--- config.mk ---
export PLATFORM = sky130hd
export DESIGN_NAME = tsr_status_bank
export DESIGN_NICKNAME = d
export VERILOG_FILES = /design/src/tsr_pkg.sv /design/src/tsr_status_bank.sv
export SDC_FILE = /design/constraint.sdc
export NUM_CORES = 1
export LEC_CHECK = 0
export ABC_AREA = 1
export BUFFER_PORTS_ARGS = -buffer_cell sky130_fd_sc_hd__buf_2
export CORE_ASPECT_RATIO = 1.1
export CORE_MARGIN = 5
export CORE_UTILIZATION = 23
export CTS_CLUSTER_SIZE = 24
export DETAILED_ROUTE_END_ITERATION = 6
export PLACE_DENSITY = 0.39
export SLEW_MARGIN = 10
export SYNTH_ARGS = -nofsm -noshare
export SYNTH_HDL_FRONTEND = slang
export SYNTH_SLANG_ARGS = --single-unit
--- constraint.sdc ---
create_clock -name pclk -period 2.9 [get_ports pclk]
set_clock_uncertainty 0.05 [all_clocks]
set_input_delay 0.435 -clock pclk [delete_from_list [all_inputs] [get_ports pclk]]
set_output_delay 0.435 -clock pclk [all_outputs]
set_load 0.05 [all_outputs]
--- src/tsr_pkg.sv ---
/*
 * tsr_pkg: shared constants for the transducer status register bank.
 * Assumes a 16-bit APB byte address; each register sits at four times its index.
 */
`default_nettype none

package tsr_pkg;

	// =====================================================================
	// register indices (byte address is four times the index)
	localparam logic [13:0] IDX_CARD_STATE = 14'h10d0;
	localparam logic [13:0] IDX_MEAS_FLAGS = 14'h10d1;
	localparam logic [13:0] IDX_NET_STATE = 14'h10d2;
	localparam logic [13:0] IDX_RESERVED = 14'h10d3;
	localparam logic [13:0] IDX_SERIAL = 14'h10d4;
	localparam logic [13:0] IDX_PROD_DATE = 14'h10d5;
	localparam logic [13:0] IDX_HW_OPTIONS = 14'h10d6;
	localparam logic [13:0] IDX_LANGUAGE = 14'h10d7;
	localparam logic [13:0] IDX_ARCH_START = 14'h10d8;

	// =====================================================================
	// card state codes
	localparam logic [2:0] CARD_ABSENT = 3'h0;
	localparam logic [2:0] CARD_UNINSTALLED = 3'h1;
	localparam logic [2:0] CARD_FAILED = 3'h2;
	localparam logic [2:0] CARD_WPROT = 3'h3;
	localparam logic [2:0] CARD_INSTALLED = 3'h4;
	localparam logic [2:0] CARD_FULL = 3'h5;
	localparam logic [2:0] CARD_INSTALLING = 3'h6;

	// =====================================================================
	// field positions
	localparam int MEAS_VOLT_BELOW = 7;
	localparam int MEAS_CURR_BELOW = 8;
	localparam int MEAS_VOLT_ABOVE = 9;
	localparam int MEAS_CURR_ABOVE = 10;
	localparam int NET_FITTED = 0;
	localparam int NET_ANEG_BUSY = 1;
	localparam int NET_ANEG_DONE = 2;
	localparam int NET_CONNECTED = 3;
	localparam int NET_DHCP_LEASE = 4;
	localparam int NET_DHCP_RENEW = 5;
	localparam int NET_CABLE_OK = 6;
	localparam int NET_FTP_UP = 7;
	localparam int NET_POWER_SAVE = 8;
	localparam int NET_CLK_OK = 10;
	localparam int DATE_YEAR_LSB = 6;
	localparam int DATE_MONTH_LSB = 0;
	localparam int HW_POWER_LSB = 14;
	localparam int HW_ACCESSORY_LSB = 5;
	localparam int LANG_BIT = 6;

	// =====================================================================
	// values, reset values and timing
	localparam logic [1:0] POWER_HIGH = 2'h1;
	localparam logic [1:0] POWER_LOW = 2'h2;
	localparam logic [2:0] ACC_NONE = 3'h0;
	localparam logic [2:0] ACC_SLOT = 3'h1;
	localparam logic [2:0] ACC_NET_MEM = 3'h2;
	localparam logic [13:0] ARCH_PAGE_MAX = 14'h2000;
	localparam logic [31:0] RD_RESET = 32'h0000_0000;
	localparam logic [1:0] STRAP_CAPTURE_CNT = 2'h2;
	localparam int CLK_PERIOD_PS = 5000;
	localparam int NET_CLK_TIMEOUT_NS = 1000;
	localparam int NET_CLK_TIMEOUT_CYC = (NET_CLK_TIMEOUT_NS * 1000) / CLK_PERIOD_PS;

	typedef enum logic [2:0] {
		TSR_ST_ABSENT,
		TSR_ST_UNINSTALLED,
		TSR_ST_FAILED,
		TSR_ST_WPROT,
		TSR_ST_INSTALLING,
		TSR_ST_INSTALLED,
		TSR_ST_FULL
	} tsr_card_st_t;

endpackage : tsr_pkg

`default_nettype wire

--- src/tsr_status_bank.sv ---
/*
 * tsr_status_bank: read-only status register bank of a DC network transducer,
 * reached over APB, with the card state machine and network clock monitor.
 * Assumes status pins and straps are asynchronous to pclk; the archive page
 * comes from logic on pclk.
 */
// The APB interface to the registers is this design's own decision.
// How it works
// RULE1 - the card state register returns 0 absent, 1 uninstalled, 2 failed install, 4 installed, 5 full, 6 installing.
// RULE2 - an installed card found write-protected reports code 3 and is uninstalled at once.
// RULE3 - measurement bit 7 flags voltage below threshold and bit 8 current below threshold.
// RULE4 - measurement bit 9 flags voltage above threshold and bit 10 current above threshold.
// RULE5 - network bit 0 shows the network option is fitted.
// RULE6 - network bit 1 shows autonegotiation running and bit 2 autonegotiation done.
// RULE7 - network bit 3 shows a connection is up and bit 6 the cable is attached.
// RULE8 - network bit 4 shows DHCP-acquired parameters and bit 5 a pending DHCP refresh.
// RULE9 - network bit 7 shows an FTP session and bit 8 energy-saving mode.
// RULE10 - network bit 10 is 1 while the network clock toggles and 0 when it is missing.
// RULE11 - the serial register returns the full 16-bit serial number.
// RULE12 - the date register holds year in bits 11:6, month in bits 5:0, bits 15:12 zero.
// RULE13 - the options register holds the power variant in bits 15:14, 01 high and 10 low.
// RULE14 - the options register holds a 3-bit accessory code: 000 none, 001 slot, 010 network with memory.
// RULE15 - the language register holds the language in bit 6, 0 Polish and 1 English, rest zero.
// RULE16 - the archive start register returns the start page, limited to 8192.
// RULE17 - reserved bits and registers read zero and writes change nothing.
`timescale 1ns/1ps
`default_nettype none

module tsr_status_bank #(
	parameter int CLK_TIMEOUT_CYC = tsr_pkg::NET_CLK_TIMEOUT_CYC
) (
	// clock and reset
	input wire logic pclk,
	input wire logic presetn,
	// apb slave
	input wire logic psel,
	input wire logic penable,
	input wire logic pwrite,
	input wire logic [15:0] paddr,
	input wire logic [31:0] pwdata,
	output logic [31:0] prdata,
	output logic pready,
	output logic pslverr,
	// card events (asynchronous levels)
	input wire logic card_detect,
	input wire logic card_install_req,
	input wire logic card_install_done,
	input wire logic card_install_err,
	input wire logic card_wprot,
	input wire logic card_full_det,
	// measurement threshold levels (asynchronous)
	input wire logic volt_below,
	input wire logic curr_below,
	input wire logic volt_above,
	input wire logic curr_above,
	// network status levels (asynchronous)
	input wire logic net_fitted,
	input wire logic net_aneg_busy,
	input wire logic net_aneg_done,
	input wire logic net_connected,
	input wire logic net_dhcp_lease,
	input wire logic net_dhcp_renew,
	input wire logic net_cable_ok,
	input wire logic net_ftp_up,
	input wire logic net_power_save,
	input wire logic net_ref_clk,
	// production straps (static, asynchronous)
	input wire logic [15:0] strap_serial,
	input wire logic [5:0] strap_year,
	input wire logic [5:0] strap_month,
	input wire logic [1:0] strap_power,
	input wire logic [2:0] strap_accessory,
	input wire logic strap_language,
	// archive pointer (pclk domain)
	input wire logic [13:0] archive_start_page,
	// card mount state to the rest of the device
	output logic card_mounted
);

	localparam int NSYNC = 54;
	localparam logic [7:0] TIMEOUT = 8'(CLK_TIMEOUT_CYC);

	// =====================================================================
	// input synchroniser
	logic [NSYNC-1:0] async_in;
	logic [NSYNC-1:0] sync1_ff;
	logic [NSYNC-1:0] sync2_ff;

	assign async_in = {card_detect, card_install_req, card_install_done, card_install_err,
		card_wprot, card_full_det, volt_below, curr_below, volt_above, curr_above,
		net_fitted, net_aneg_busy, net_aneg_done, net_connected, net_dhcp_lease,
		net_dhcp_renew, net_cable_ok, net_ftp_up, net_power_save, net_ref_clk,
		strap_serial, strap_year, strap_month, strap_power, strap_accessory, strap_language};

	always_ff @(posedge pclk or negedge presetn) begin
		if (!presetn) begin
			sync1_ff <= '0;
			sync2_ff <= '0;
		end else begin
			sync1_ff <= async_in;
			sync2_ff <= sync1_ff;
		end
	end

	logic det_s, req_s, done_s, err_s, wp_s, full_s;
	logic [3:0] meas_s;
	logic [8:0] net_s;
	logic refclk_s;
	logic [33:0] strap_s;

	assign {det_s, req_s, done_s, err_s, wp_s, full_s} = sync2_ff[53:48];
	assign meas_s = sync2_ff[47:44];
	assign net_s = sync2_ff[43:35];
	assign refclk_s = sync2_ff[34];
	assign strap_s = sync2_ff[33:0];

	// =====================================================================
	// card state machine
	tsr_pkg::tsr_card_st_t card_st_ff;
	tsr_pkg::tsr_card_st_t nxt_card_st;

	always_comb begin
		nxt_card_st = card_st_ff;
		if (!det_s) begin
			nxt_card_st = tsr_pkg::TSR_ST_ABSENT;
		end else begin
			case (card_st_ff)
				tsr_pkg::TSR_ST_ABSENT: begin
					nxt_card_st = tsr_pkg::TSR_ST_UNINSTALLED;
				end
				tsr_pkg::TSR_ST_UNINSTALLED, tsr_pkg::TSR_ST_FAILED, tsr_pkg::TSR_ST_WPROT: begin
					if (req_s) begin
						nxt_card_st = tsr_pkg::TSR_ST_INSTALLING;
					end
				end
				tsr_pkg::TSR_ST_INSTALLING: begin
					if (err_s) begin
						nxt_card_st = tsr_pkg::TSR_ST_FAILED;
					end else if (done_s) begin
						nxt_card_st = tsr_pkg::TSR_ST_INSTALLED;
					end
				end
				// RULE2 write-protect uninstalls
				tsr_pkg::TSR_ST_INSTALLED: begin
					if (wp_s) begin
						nxt_card_st = tsr_pkg::TSR_ST_WPROT;
					end else if (full_s) begin
						nxt_card_st = tsr_pkg::TSR_ST_FULL;
					end
				end
				tsr_pkg::TSR_ST_FULL: begin
					if (wp_s) begin
						nxt_card_st = tsr_pkg::TSR_ST_WPROT;
					end else if (!full_s) begin
						nxt_card_st = tsr_pkg::TSR_ST_INSTALLED;
					end
				end
				default: begin
					nxt_card_st = tsr_pkg::TSR_ST_ABSENT;
				end
			endcase
		end
	end

	always_ff @(posedge pclk or negedge presetn) begin
		if (!presetn) begin
			card_st_ff <= tsr_pkg::TSR_ST_ABSENT;
		end else begin
			card_st_ff <= nxt_card_st;
		end
	end

	// RULE1 state to code
	logic [2:0] card_code;
	always_comb begin
		case (card_st_ff)
			tsr_pkg::TSR_ST_UNINSTALLED: card_code = tsr_pkg::CARD_UNINSTALLED;
			tsr_pkg::TSR_ST_FAILED: card_code = tsr_pkg::CARD_FAILED;
			tsr_pkg::TSR_ST_WPROT: card_code = tsr_pkg::CARD_WPROT;
			tsr_pkg::TSR_ST_INSTALLING: card_code = tsr_pkg::CARD_INSTALLING;
			tsr_pkg::TSR_ST_INSTALLED: card_code = tsr_pkg::CARD_INSTALLED;
			tsr_pkg::TSR_ST_FULL: card_code = tsr_pkg::CARD_FULL;
			default: card_code = tsr_pkg::CARD_ABSENT;
		endcase
	end

	// RULE2 mount follows state
	always_ff @(posedge pclk or negedge presetn) begin
		if (!presetn) begin
			card_mounted <= 1'b0;
		end else begin
			card_mounted <= (nxt_card_st == tsr_pkg::TSR_ST_INSTALLED) || (nxt_card_st == tsr_pkg::TSR_ST_FULL);
		end
	end

	// =====================================================================
	// measurement and network flags
	logic [15:0] meas_ff;
	logic [15:0] net_ff;

	always_ff @(posedge pclk or negedge presetn) begin
		if (!presetn) begin
			meas_ff <= '0;
		end else begin
			meas_ff <= '0;
			// RULE3 below threshold
			meas_ff[tsr_pkg::MEAS_VOLT_BELOW] <= meas_s[3];
			meas_ff[tsr_pkg::MEAS_CURR_BELOW] <= meas_s[2];
			// RULE4 above threshold
			meas_ff[tsr_pkg::MEAS_VOLT_ABOVE] <= meas_s[1];
			meas_ff[tsr_pkg::MEAS_CURR_ABOVE] <= meas_s[0];
		end
	end

	// clock monitor: cycles since last edge of network clock
	logic refclk_d_ff;
	logic [7:0] clk_idle_ff;
	logic clk_edge;

	assign clk_edge = refclk_s ^ refclk_d_ff;

	always_ff @(posedge pclk or negedge presetn) begin
		if (!presetn) begin
			refclk_d_ff <= 1'b0;
			clk_idle_ff <= TIMEOUT;
		end else begin
			refclk_d_ff <= refclk_s;
			if (clk_edge) begin
				clk_idle_ff <= '0;
			end else if (clk_idle_ff != TIMEOUT) begin
				clk_idle_ff <= clk_idle_ff + 8'h01;
			end
		end
	end

	always_ff @(posedge pclk or negedge presetn) begin
		if (!presetn) begin
			net_ff <= '0;
		end else begin
			net_ff <= '0;
			// RULE5 option fitted
			net_ff[tsr_pkg::NET_FITTED] <= net_s[8];
			// RULE6 autonegotiation
			net_ff[tsr_pkg::NET_ANEG_BUSY] <= net_s[7];
			net_ff[tsr_pkg::NET_ANEG_DONE] <= net_s[6];
			// RULE7 connection and cable
			net_ff[tsr_pkg::NET_CONNECTED] <= net_s[5];
			net_ff[tsr_pkg::NET_CABLE_OK] <= net_s[2];
			// RULE8 dhcp state
			net_ff[tsr_pkg::NET_DHCP_LEASE] <= net_s[4];
			net_ff[tsr_pkg::NET_DHCP_RENEW] <= net_s[3];
			// RULE9 ftp and power save
			net_ff[tsr_pkg::NET_FTP_UP] <= net_s[1];
			net_ff[tsr_pkg::NET_POWER_SAVE] <= net_s[0];
			// RULE10 clock present
			net_ff[tsr_pkg::NET_CLK_OK] <= clk_edge || (clk_idle_ff != TIMEOUT);
		end
	end

	// =====================================================================
	// production straps, caught once after reset release
	logic [1:0] strap_cnt_ff;
	logic [15:0] serial_ff;
	logic [15:0] date_ff;
	logic [15:0] hwopt_ff;
	logic [15:0] lang_ff;
	logic [15:0] arch_ff;

	always_ff @(posedge pclk or negedge presetn) begin
		if (!presetn) begin
			strap_cnt_ff <= '0;
		end else if (strap_cnt_ff != 2'h3) begin
			strap_cnt_ff <= strap_cnt_ff + 2'h1;
		end
	end

	always_ff @(posedge pclk or negedge presetn) begin
		if (!presetn) begin
			serial_ff <= '0;
			date_ff <= '0;
			hwopt_ff <= '0;
			lang_ff <= '0;
		end else if (strap_cnt_ff == tsr_pkg::STRAP_CAPTURE_CNT) begin
			// RULE11 serial number
			serial_ff <= strap_s[33:18];
			// RULE12 year and month
			date_ff <= '0;
			date_ff[tsr_pkg::DATE_YEAR_LSB +: 6] <= strap_s[17:12];
			date_ff[tsr_pkg::DATE_MONTH_LSB +: 6] <= strap_s[11:6];
			// RULE13 RULE14 power and accessory
			hwopt_ff <= '0;
			hwopt_ff[tsr_pkg::HW_POWER_LSB +: 2] <= strap_s[5:4];
			hwopt_ff[tsr_pkg::HW_ACCESSORY_LSB +: 3] <= strap_s[3:1];
			// RULE15 language bit
			lang_ff <= '0;
			lang_ff[tsr_pkg::LANG_BIT] <= strap_s[0];
		end
	end

	// RULE16 archive start clamp
	always_ff @(posedge pclk or negedge presetn) begin
		if (!presetn) begin
			arch_ff <= '0;
		end else if (archive_start_page > tsr_pkg::ARCH_PAGE_MAX) begin
			arch_ff <= {2'h0, tsr_pkg::ARCH_PAGE_MAX};
		end else begin
			arch_ff <= {2'h0, archive_start_page};
		end
	end

	// =====================================================================
	// apb read decode
	logic [13:0] idx;
	logic [15:0] rd_word;
	logic rd_hit;

	assign idx = paddr[15:2];

	// RULE17 reserved and unmapped read zero
	always_comb begin
		rd_word = '0;
		rd_hit = 1'b1;
		if (paddr[1:0] != 2'h0) begin
			rd_hit = 1'b0;
		end else if (idx == tsr_pkg::IDX_CARD_STATE) begin
			rd_word = {13'h0000, card_code};
		end else if (idx == tsr_pkg::IDX_MEAS_FLAGS) begin
			rd_word = meas_ff;
		end else if (idx == tsr_pkg::IDX_NET_STATE) begin
			rd_word = net_ff;
		end else if (idx == tsr_pkg::IDX_RESERVED) begin
			rd_word = '0;
		end else if (idx == tsr_pkg::IDX_SERIAL) begin
			rd_word = serial_ff;
		end else if (idx == tsr_pkg::IDX_PROD_DATE) begin
			rd_word = date_ff;
		end else if (idx == tsr_pkg::IDX_HW_OPTIONS) begin
			rd_word = hwopt_ff;
		end else if (idx == tsr_pkg::IDX_LANGUAGE) begin
			rd_word = lang_ff;
		end else if (idx == tsr_pkg::IDX_ARCH_START) begin
			rd_word = arch_ff;
		end else begin
			rd_hit = 1'b0;
		end
	end

	// answer in the first access cycle; writes are ignored
	logic setup_ph;
	assign setup_ph = psel && !penable;

	always_ff @(posedge pclk or negedge presetn) begin
		if (!presetn) begin
			pready <= 1'b0;
			pslverr <= 1'b0;
			prdata <= tsr_pkg::RD_RESET;
		end else begin
			pready <= setup_ph;
			pslverr <= setup_ph && !rd_hit;
			// RULE17 write has no effect
			if (setup_ph && !pwrite) begin
				prdata <= {16'h0000, rd_word};
			end else begin
				prdata <= tsr_pkg::RD_RESET;
			end
		end
	end

	// =====================================================================
	// assertions
	property p_code_legal;
		@(posedge pclk) disable iff (!presetn)
		card_code != 3'h7;
	endproperty
	a_code_legal: assert property (p_code_legal) else $error("card code 7 seen"); // RULE1

	property p_install_done;
		@(posedge pclk) disable iff (!presetn)
		(card_st_ff == tsr_pkg::TSR_ST_INSTALLING && det_s && !err_s && done_s)
			|=> (card_code == 3'h4) ##0 card_mounted;
	endproperty
	a_install_done: assert property (p_install_done) else $error("install did not give code 4"); // RULE1

	property p_wprot_unmount;
		@(posedge pclk) disable iff (!presetn)
		(card_st_ff == tsr_pkg::TSR_ST_INSTALLED && det_s && wp_s)
			|=> (card_code == 3'h3) && !card_mounted;
	endproperty
	a_wprot_unmount: assert property (p_wprot_unmount) else $error("write-protect not uninstalled"); // RULE2

	property p_meas_below;
		@(posedge pclk) disable iff (!presetn)
		$past(presetn, 3) |-> (meas_ff[7] == $past(volt_below, 3)) && (meas_ff[8] == $past(curr_below, 3));
	endproperty
	a_meas_below: assert property (p_meas_below) else $error("below flags wrong"); // RULE3

	property p_meas_above;
		@(posedge pclk) disable iff (!presetn)
		$past(presetn, 3) |-> (meas_ff[9] == $past(volt_above, 3)) && (meas_ff[10] == $past(curr_above, 3));
	endproperty
	a_meas_above: assert property (p_meas_above) else $error("above flags wrong"); // RULE4

	property p_net_bits;
		@(posedge pclk) disable iff (!presetn)
		$past(presetn, 3) |-> (net_ff[0] == $past(net_fitted, 3)) && (net_ff[3] == $past(net_connected, 3))
			&& (net_ff[7] == $past(net_ftp_up, 3)) && (net_ff[9] == 1'b0);
	endproperty
	a_net_bits: assert property (p_net_bits) else $error("network flags wrong"); // RULE5

	property p_clk_lost;
		@(posedge pclk) disable iff (!presetn)
		(clk_idle_ff == TIMEOUT && !clk_edge) |=> !net_ff[10];
	endproperty
	a_clk_lost: assert property (p_clk_lost) else $error("clock loss not shown"); // RULE10

	property p_serial_read;
		@(posedge pclk) disable iff (!presetn)
		(setup_ph && !pwrite && paddr == 16'h4350 && strap_cnt_ff == 2'h3)
			|=> pready && !pslverr && (prdata == {16'h0000, serial_ff});
	endproperty
	a_serial_read: assert property (p_serial_read) else $error("serial read wrong"); // RULE11

	property p_date_rsvd;
		@(posedge pclk) disable iff (!presetn)
		(setup_ph && !pwrite && paddr == 16'h4354) |=> prdata[31:12] == 20'h00000;
	endproperty
	a_date_rsvd: assert property (p_date_rsvd) else $error("date reserved bits set"); // RULE12

	property p_arch_max;
		@(posedge pclk) disable iff (!presetn)
		arch_ff <= 16'h2000;
	endproperty
	a_arch_max: assert property (p_arch_max) else $error("archive page above limit"); // RULE16

	property p_write_quiet;
		@(posedge pclk) disable iff (!presetn)
		(setup_ph && pwrite) |=> pready && (prdata == 32'h0000_0000);
	endproperty
	a_write_quiet: assert property (p_write_quiet) else $error("write returned data"); // RULE17

endmodule : tsr_status_bank

`default_nettype wire

# Yosys cells after proc, flatten, opt, wreduce, memory -nomap -nowiden
# Cells that the tools add are included.
[word_totals] regBits=221 input_bits=121 output_inout_bits=35 word_cells=87
[classes] add_sub_neg=2 magnitude_cmp=1 n_eq_ne=20 mux=34 n_bitwise=1 reduce_logical=12
[op_table] cell="16-bit 2-to-1 mux" n=11
[op_table] cell="14-bit by 13-bit equality test with 1-bit output (second input constant)" n=9
[op_table] cell="3-bit 2-to-1 mux" n=8
[op_table] cell="3-bit case mux with 6 select lines" n=1
[op_table] cell="8-bit 2-to-1 mux" n=2
[op_table] cell="3-bit equality test (second input constant)" n=5
[op_table] cell="3-bit case mux with 5 select lines" n=1
[op_table] cell="14-bit > comparator (second input constant)" n=1
[op_table] cell="14-bit 2-to-1 mux" n=1
[op_table] cell="1-bit 2-to-1 mux" n=10
[op_table] cell="8-bit by 1-bit adder with 8-bit output (second input constant)" n=1
[op_table] cell="8-bit inequality test (second input constant)" n=1
[op_table] cell="3-bit by 2-bit equality test with 1-bit output (second input constant)" n=2
[op_table] cell="2-bit nonzero test" n=2
[op_table] cell="3-bit by 1-bit equality test with 1-bit output (second input constant)" n=1
[op_table] cell="1-bit logical AND" n=3
[op_table] cell="1-bit logical NOT" n=3
[op_table] cell="3-bit logical NOT" n=1
[op_table] cell="3-bit OR reduction" n=1
[op_table] cell="2-bit by 1-bit adder with 2-bit output (second input constant)" n=1
[op_table] cell="2-bit equality test (second input constant)" n=1
[op_table] cell="1-bit logical OR" n=2
[op_table] cell="2-bit inequality test (second input constant)" n=1
[op_table] cell="1-bit bitwise XOR" n=1

# Depth between registers and ports, before layout
[logic_depth] ltp_word=13 ltp_mapped=12 ltp_nobuf=12

# Least setup slack after synthesis
# Ideal clock, no wire load.
[synth_path] path_type="reg-to-reg" startpoint="reg strap_cnt_ff[0]" endpoint="reg date_ff[1]" setup_ns=0.125 arrival_ns=1.429 required_ns=2.725 setup_slack_ns=1.296 stages_incl_launch_ff=6 path_buffers=2 synth_period_minus_slack_ns=1.604 path_cell_list="dfrtp_1 -> inv_1 -> ha_1 -> buf_2 -> buf_1 -> mux2_2"
[synth_between] elab_chain_cells=1
[synth_rtl] item="from (decl)" line="tsr_status_bank.sv:262" rtl="logic [1:0] strap_cnt_ff;"
[synth_rtl] item="from (signal assigned)" line="tsr_status_bank.sv:273" rtl="strap_cnt_ff <= strap_cnt_ff + 2'h1;"
[synth_rtl] item="2-bit equality test" line="tsr_status_bank.sv:283" rtl="end else if (strap_cnt_ff == tsr_pkg::STRAP_CAPTURE_CNT) begin"
[synth_rtl] item="to (signal, indexed assignment)" line="tsr_status_bank.sv:288" rtl="date_ff[tsr_pkg::DATE_YEAR_LSB +: 6] <= strap_s[17:12];"
[synth_rtl] item="to (signal, indexed assignment)" line="tsr_status_bank.sv:289" rtl="date_ff[tsr_pkg::DATE_MONTH_LSB +: 6] <= strap_s[11:6];"
[synth_rtl] item="to (decl)" line="tsr_status_bank.sv:264" rtl="logic [15:0] date_ff;"
# No other way between the ends.
# A chain may end at the register's enable or synchronous reset.

# Final worst setup path
[layout_path] startpoint="reg strap_cnt_ff[0]" endpoint="reg date_ff[7]"
# Same word-level chain as after synthesis.

==> key figures <==
Status
  • Status: finished, final reports clean

Critical path
  • CP max FO: 18
  • RR Startpoint: strap_cnt_ff[0]$_DFFE_PN0P_
  • End of the critical path: date_ff[7]$_DFFE_PN0N_
  • CP Class: reg -> reg
  • RR Endpoint: date_ff[7]$_DFFE_PN0N_
  • Crit. Startpoint: strap_cnt_ff[0]$_DFFE_PN0P_
  • Worst EP arrival: between 2 and 2.5 ns
  • Startpoint Class: flip-flop
  • R2R setup slack: about 1.2 ns
  • Required time of the worst setup path: 3.26 ns
  • CP Capture Type: flip-flop
  • R2r worst-path depth: 4

Synth
  • Synth Area in XOR/XNOR: 0.3729%
  • Synth cell types: 35
  • Post-synth top cells: dfrtp_1, nand2_1, inv_1
  • Top_reg_cell synth: dfrtp_1
  • Yosys warns: 0
  • Asr flop ratio synth: 100.0%
  • Simple-Gate Fraction of Synth Area: 11.79%
  • Combinational family with the most area after synthesis: simple AND/OR/NAND/NOR gates
  • Post-Synthesis Cell Area: just over 7000 um^2
  • Yosys top cell area share: between 70% and 80%
  • Area leader, netlist: dfrtp_1
  • Compound-cell area share of the yosys netlist: 6.250%
  • Mux cell area share after synthesis: 2.077%
  • Syn avg cell area: 11.76 um^2
  • Cell count after synthesis: 599
  • Synthesis-stage register bit count: between 200 and 250
  • Synth Area in Adders: 0.7102%
  • Register area share after synthesis: 72.14%
  • Post-synth EDFFs: 0
  • Count leader, synth: dfrtp_1
  • Area contributors post-synth: dfrtp_1, nand2_1, inv_1, a21oi_1, o21ai_0

STA
  • Normalized max-slew margin: 42.08%
  • Final period util: 59.30%
  • Setup violators final: 0
  • Slew Viols, Final: 0
  • Final setup TNS: 0 ns
  • Fmax: between 500 and 600 MHz
  • Least-Margin Pin Slew: 0.8575 ns
  • RSZ-0062 raised after global routing: false
  • Fin. Hold Viols: 0
  • Final min period: ~1.7 ns

Detailed routing
  • Vias: 4485
  • DRT iter0 DRCs: 196
  • Final wirelength: 16.33 mm
  • Via density: 3.707
  • ANT nets after route: 0
  • Drt pass-1 iters: 6
  • DRC: 0
  • DR WL/cell: 13.50 um

Floorplan
  • Num ports: 156
  • Core ar.: around 30000 um^2
  • Die width: 176.9 um
  • Die Y: a little under 200 um
  • Initial Util: 23.22%
  • Std cell rows: 67
  • Die Area: 34240 um^2

Global routing
  • Pin count of the biggest net entering global routing: 56
  • Tot GR Track Use: 9.667%
  • Total grt overflow: 0
  • Global-route wire length before repair: 26.17 mm
  • Initial antenna violation count: 0
  • Number of global-route vias before repair: between 4k and 5k

Place
  • Gpl congestion: roughly 0.76
  • # port buffers: 107
  • HPWL after DPL: between 10 and 15 mm
  • Placement Cell Area: 8068 um^2
  • Placed instance count: 1116

Power and ir drop
  • Leakage: 4.449 nW
  • Maximum VDD drop: a little over 0.0004 V
  • P per Cell Area: 673.7 nW/um^2

Final layout
  • Share of layout cells above drive strength 1: 23.12%
  • # fillers: 3168
  • Final Non-Filler Cells: between 1k and 1.5k
  • Diode count: 0
  • P&R area growth vs syn: 33.43%
  • Nets: a little over 900
  • Fin area: 9403 um^2

Clock tree
  • Worst-path clk slew: 0.06 ns
  • CTS H-Tree Depth: 1
  • CTS sink count: ~200
  • Post-CTS Hold Buffers: 56
  • Clk buf depth: 3
  • Number of CTS-inserted buffers: 23
  • CTS root buf: clkbuf_16
  • CTS tree: yes
  • Post-CTS Resized: 0
  • # Post-CTS Setup Buffers: 0
  • Clk_lat worst skew: 0.52 ns

Flow run
  • Maxcap violations: 0

Min path
  • Hold Path Class: in -> reg
-- cells in the final DEF (no fill, tap or decap), drive strengths merged, types with 3 or more instances in the layout --
cell,count
a21oi,33
buf,114
bufinv,3
clkbuf,31
clkinv,3
conb,16
dfrtp,200
dfstp,3
dlygate4sd3,56
ha,4
inv,79
mux2,13
nand2,96
nand3,25
nand4,3
nor2,51
nor3,7
nor4,3
o211ai,7
o21ai,36
-- cell families (layout without fill, tap and decap cells) --
family	count (synthesis)	after routing
DFF	203	203
and+or+nand+nor	189	189
buffers and inverters	105	287
AOI/OAI and AO/OA	81	81
muxes	13	13
adders and majority gates	4	4
xor gates and xnor gates	3	3
other	1	16
-- per-layer routing --
layer | vias up | part of all wire [%] | global-route usage [%]
li1 | 2233 | - | -
met1 | 2103 | 43 | 12.42
met2 | 115 | 48 | 16.33
met3 | 34 | 5.4 | 1.815
met4 | 0 | 2.8 | 3.353
met5 | - | 0 | 0
-- area by class of cell --
cell class / instances / area, um^2 / share of cell area [%]
clock inverters: 8 / 132.6 / 1.411
repair buffers: 171 / 1177 / 12.52
multi-input cells: 306 / 1556 / 16.55
flip-flops and latches: 203 / 5084 / 54.07
inverters: 78 / 292.8 / 3.114
well taps: 414 / 518.0 / 5.509
clock buffers: 30 / 641.9 / 6.826
-- metrics by stage --
step	setup slack, ns	util, %	power [W]	hold WS [ns]
finish	1.180	30.98	0.006335	0.03520
global route	1.061	30.98	0.006622	0.02756
CTS	1.139	30.98	0.006456	0.01453
detailed placement	0.7161	26.59	0.003372	0.2847
global placement	0.7258	26.59	0.003370	0.2835
floorplan	1.296	-	0.003209	0.08941
-- worst min-delay path by stage --
stage,end,slack (ns),start,cells after the start
2_1_floorplan,arch_ff[0]$_DFF_PN0_,0.09,presetn,0
3_5_place_dp,sync2_ff[32]$_DFF_PN0_,0.28,sync1_ff[32]$_DFF_PN0_,0
3_3_place_gp,sync2_ff[52]$_DFF_PN0_,0.28,sync1_ff[52]$_DFF_PN0_,0
4_1_cts,pready$_DFF_PN0_,0.01,penable,2
5_1_grt,pready$_DFF_PN0_,0.03,penable,2
6_report,pready$_DFF_PN0_,0.04,penable,2
-- report_power, final --
part | leakage (nW) | total (W) | internal [W] | switching [W]
logic | 1.65 | 0.000355 | 0.000140 | 0.000215
clock network | 0.380 | 0.00297 | 0.00182 | 0.00114
registers | 2.42 | 0.00301 | 0.00297 | 0.0000458
total | 4.45 | 0.00634 | 0.00493 | 0.00141
-- sequential cells by signal, summed over array words and instances, names as in the netlist --
| register | count |
|---|---|
| pslverr | 1 |
| card_st_ff | 3 |
| arch_ff | 14 |
| hwopt_ff | 5 |
| prdata | 16 |
| sync2_ff | 54 |
| refclk_d_ff | 1 |
| net_ff | 10 |
| pready | 1 |
| card_mounted | 1 |
| lang_ff | 1 |
| meas_ff | 4 |
| clk_idle_ff | 8 |
| serial_ff | 16 |
| strap_cnt_ff | 2 |
| date_ff | 12 |
| sync1_ff | 54 |
-- critical path, stage by stage, from the launching register on --
cell and delay (ns):
dfrtp_1 0.40, inv_1 0.07, ha_2 0.47, buf_4 0.27, mux2_2 0.34
No activity file was read; power rests on OpenSTA's default activity.
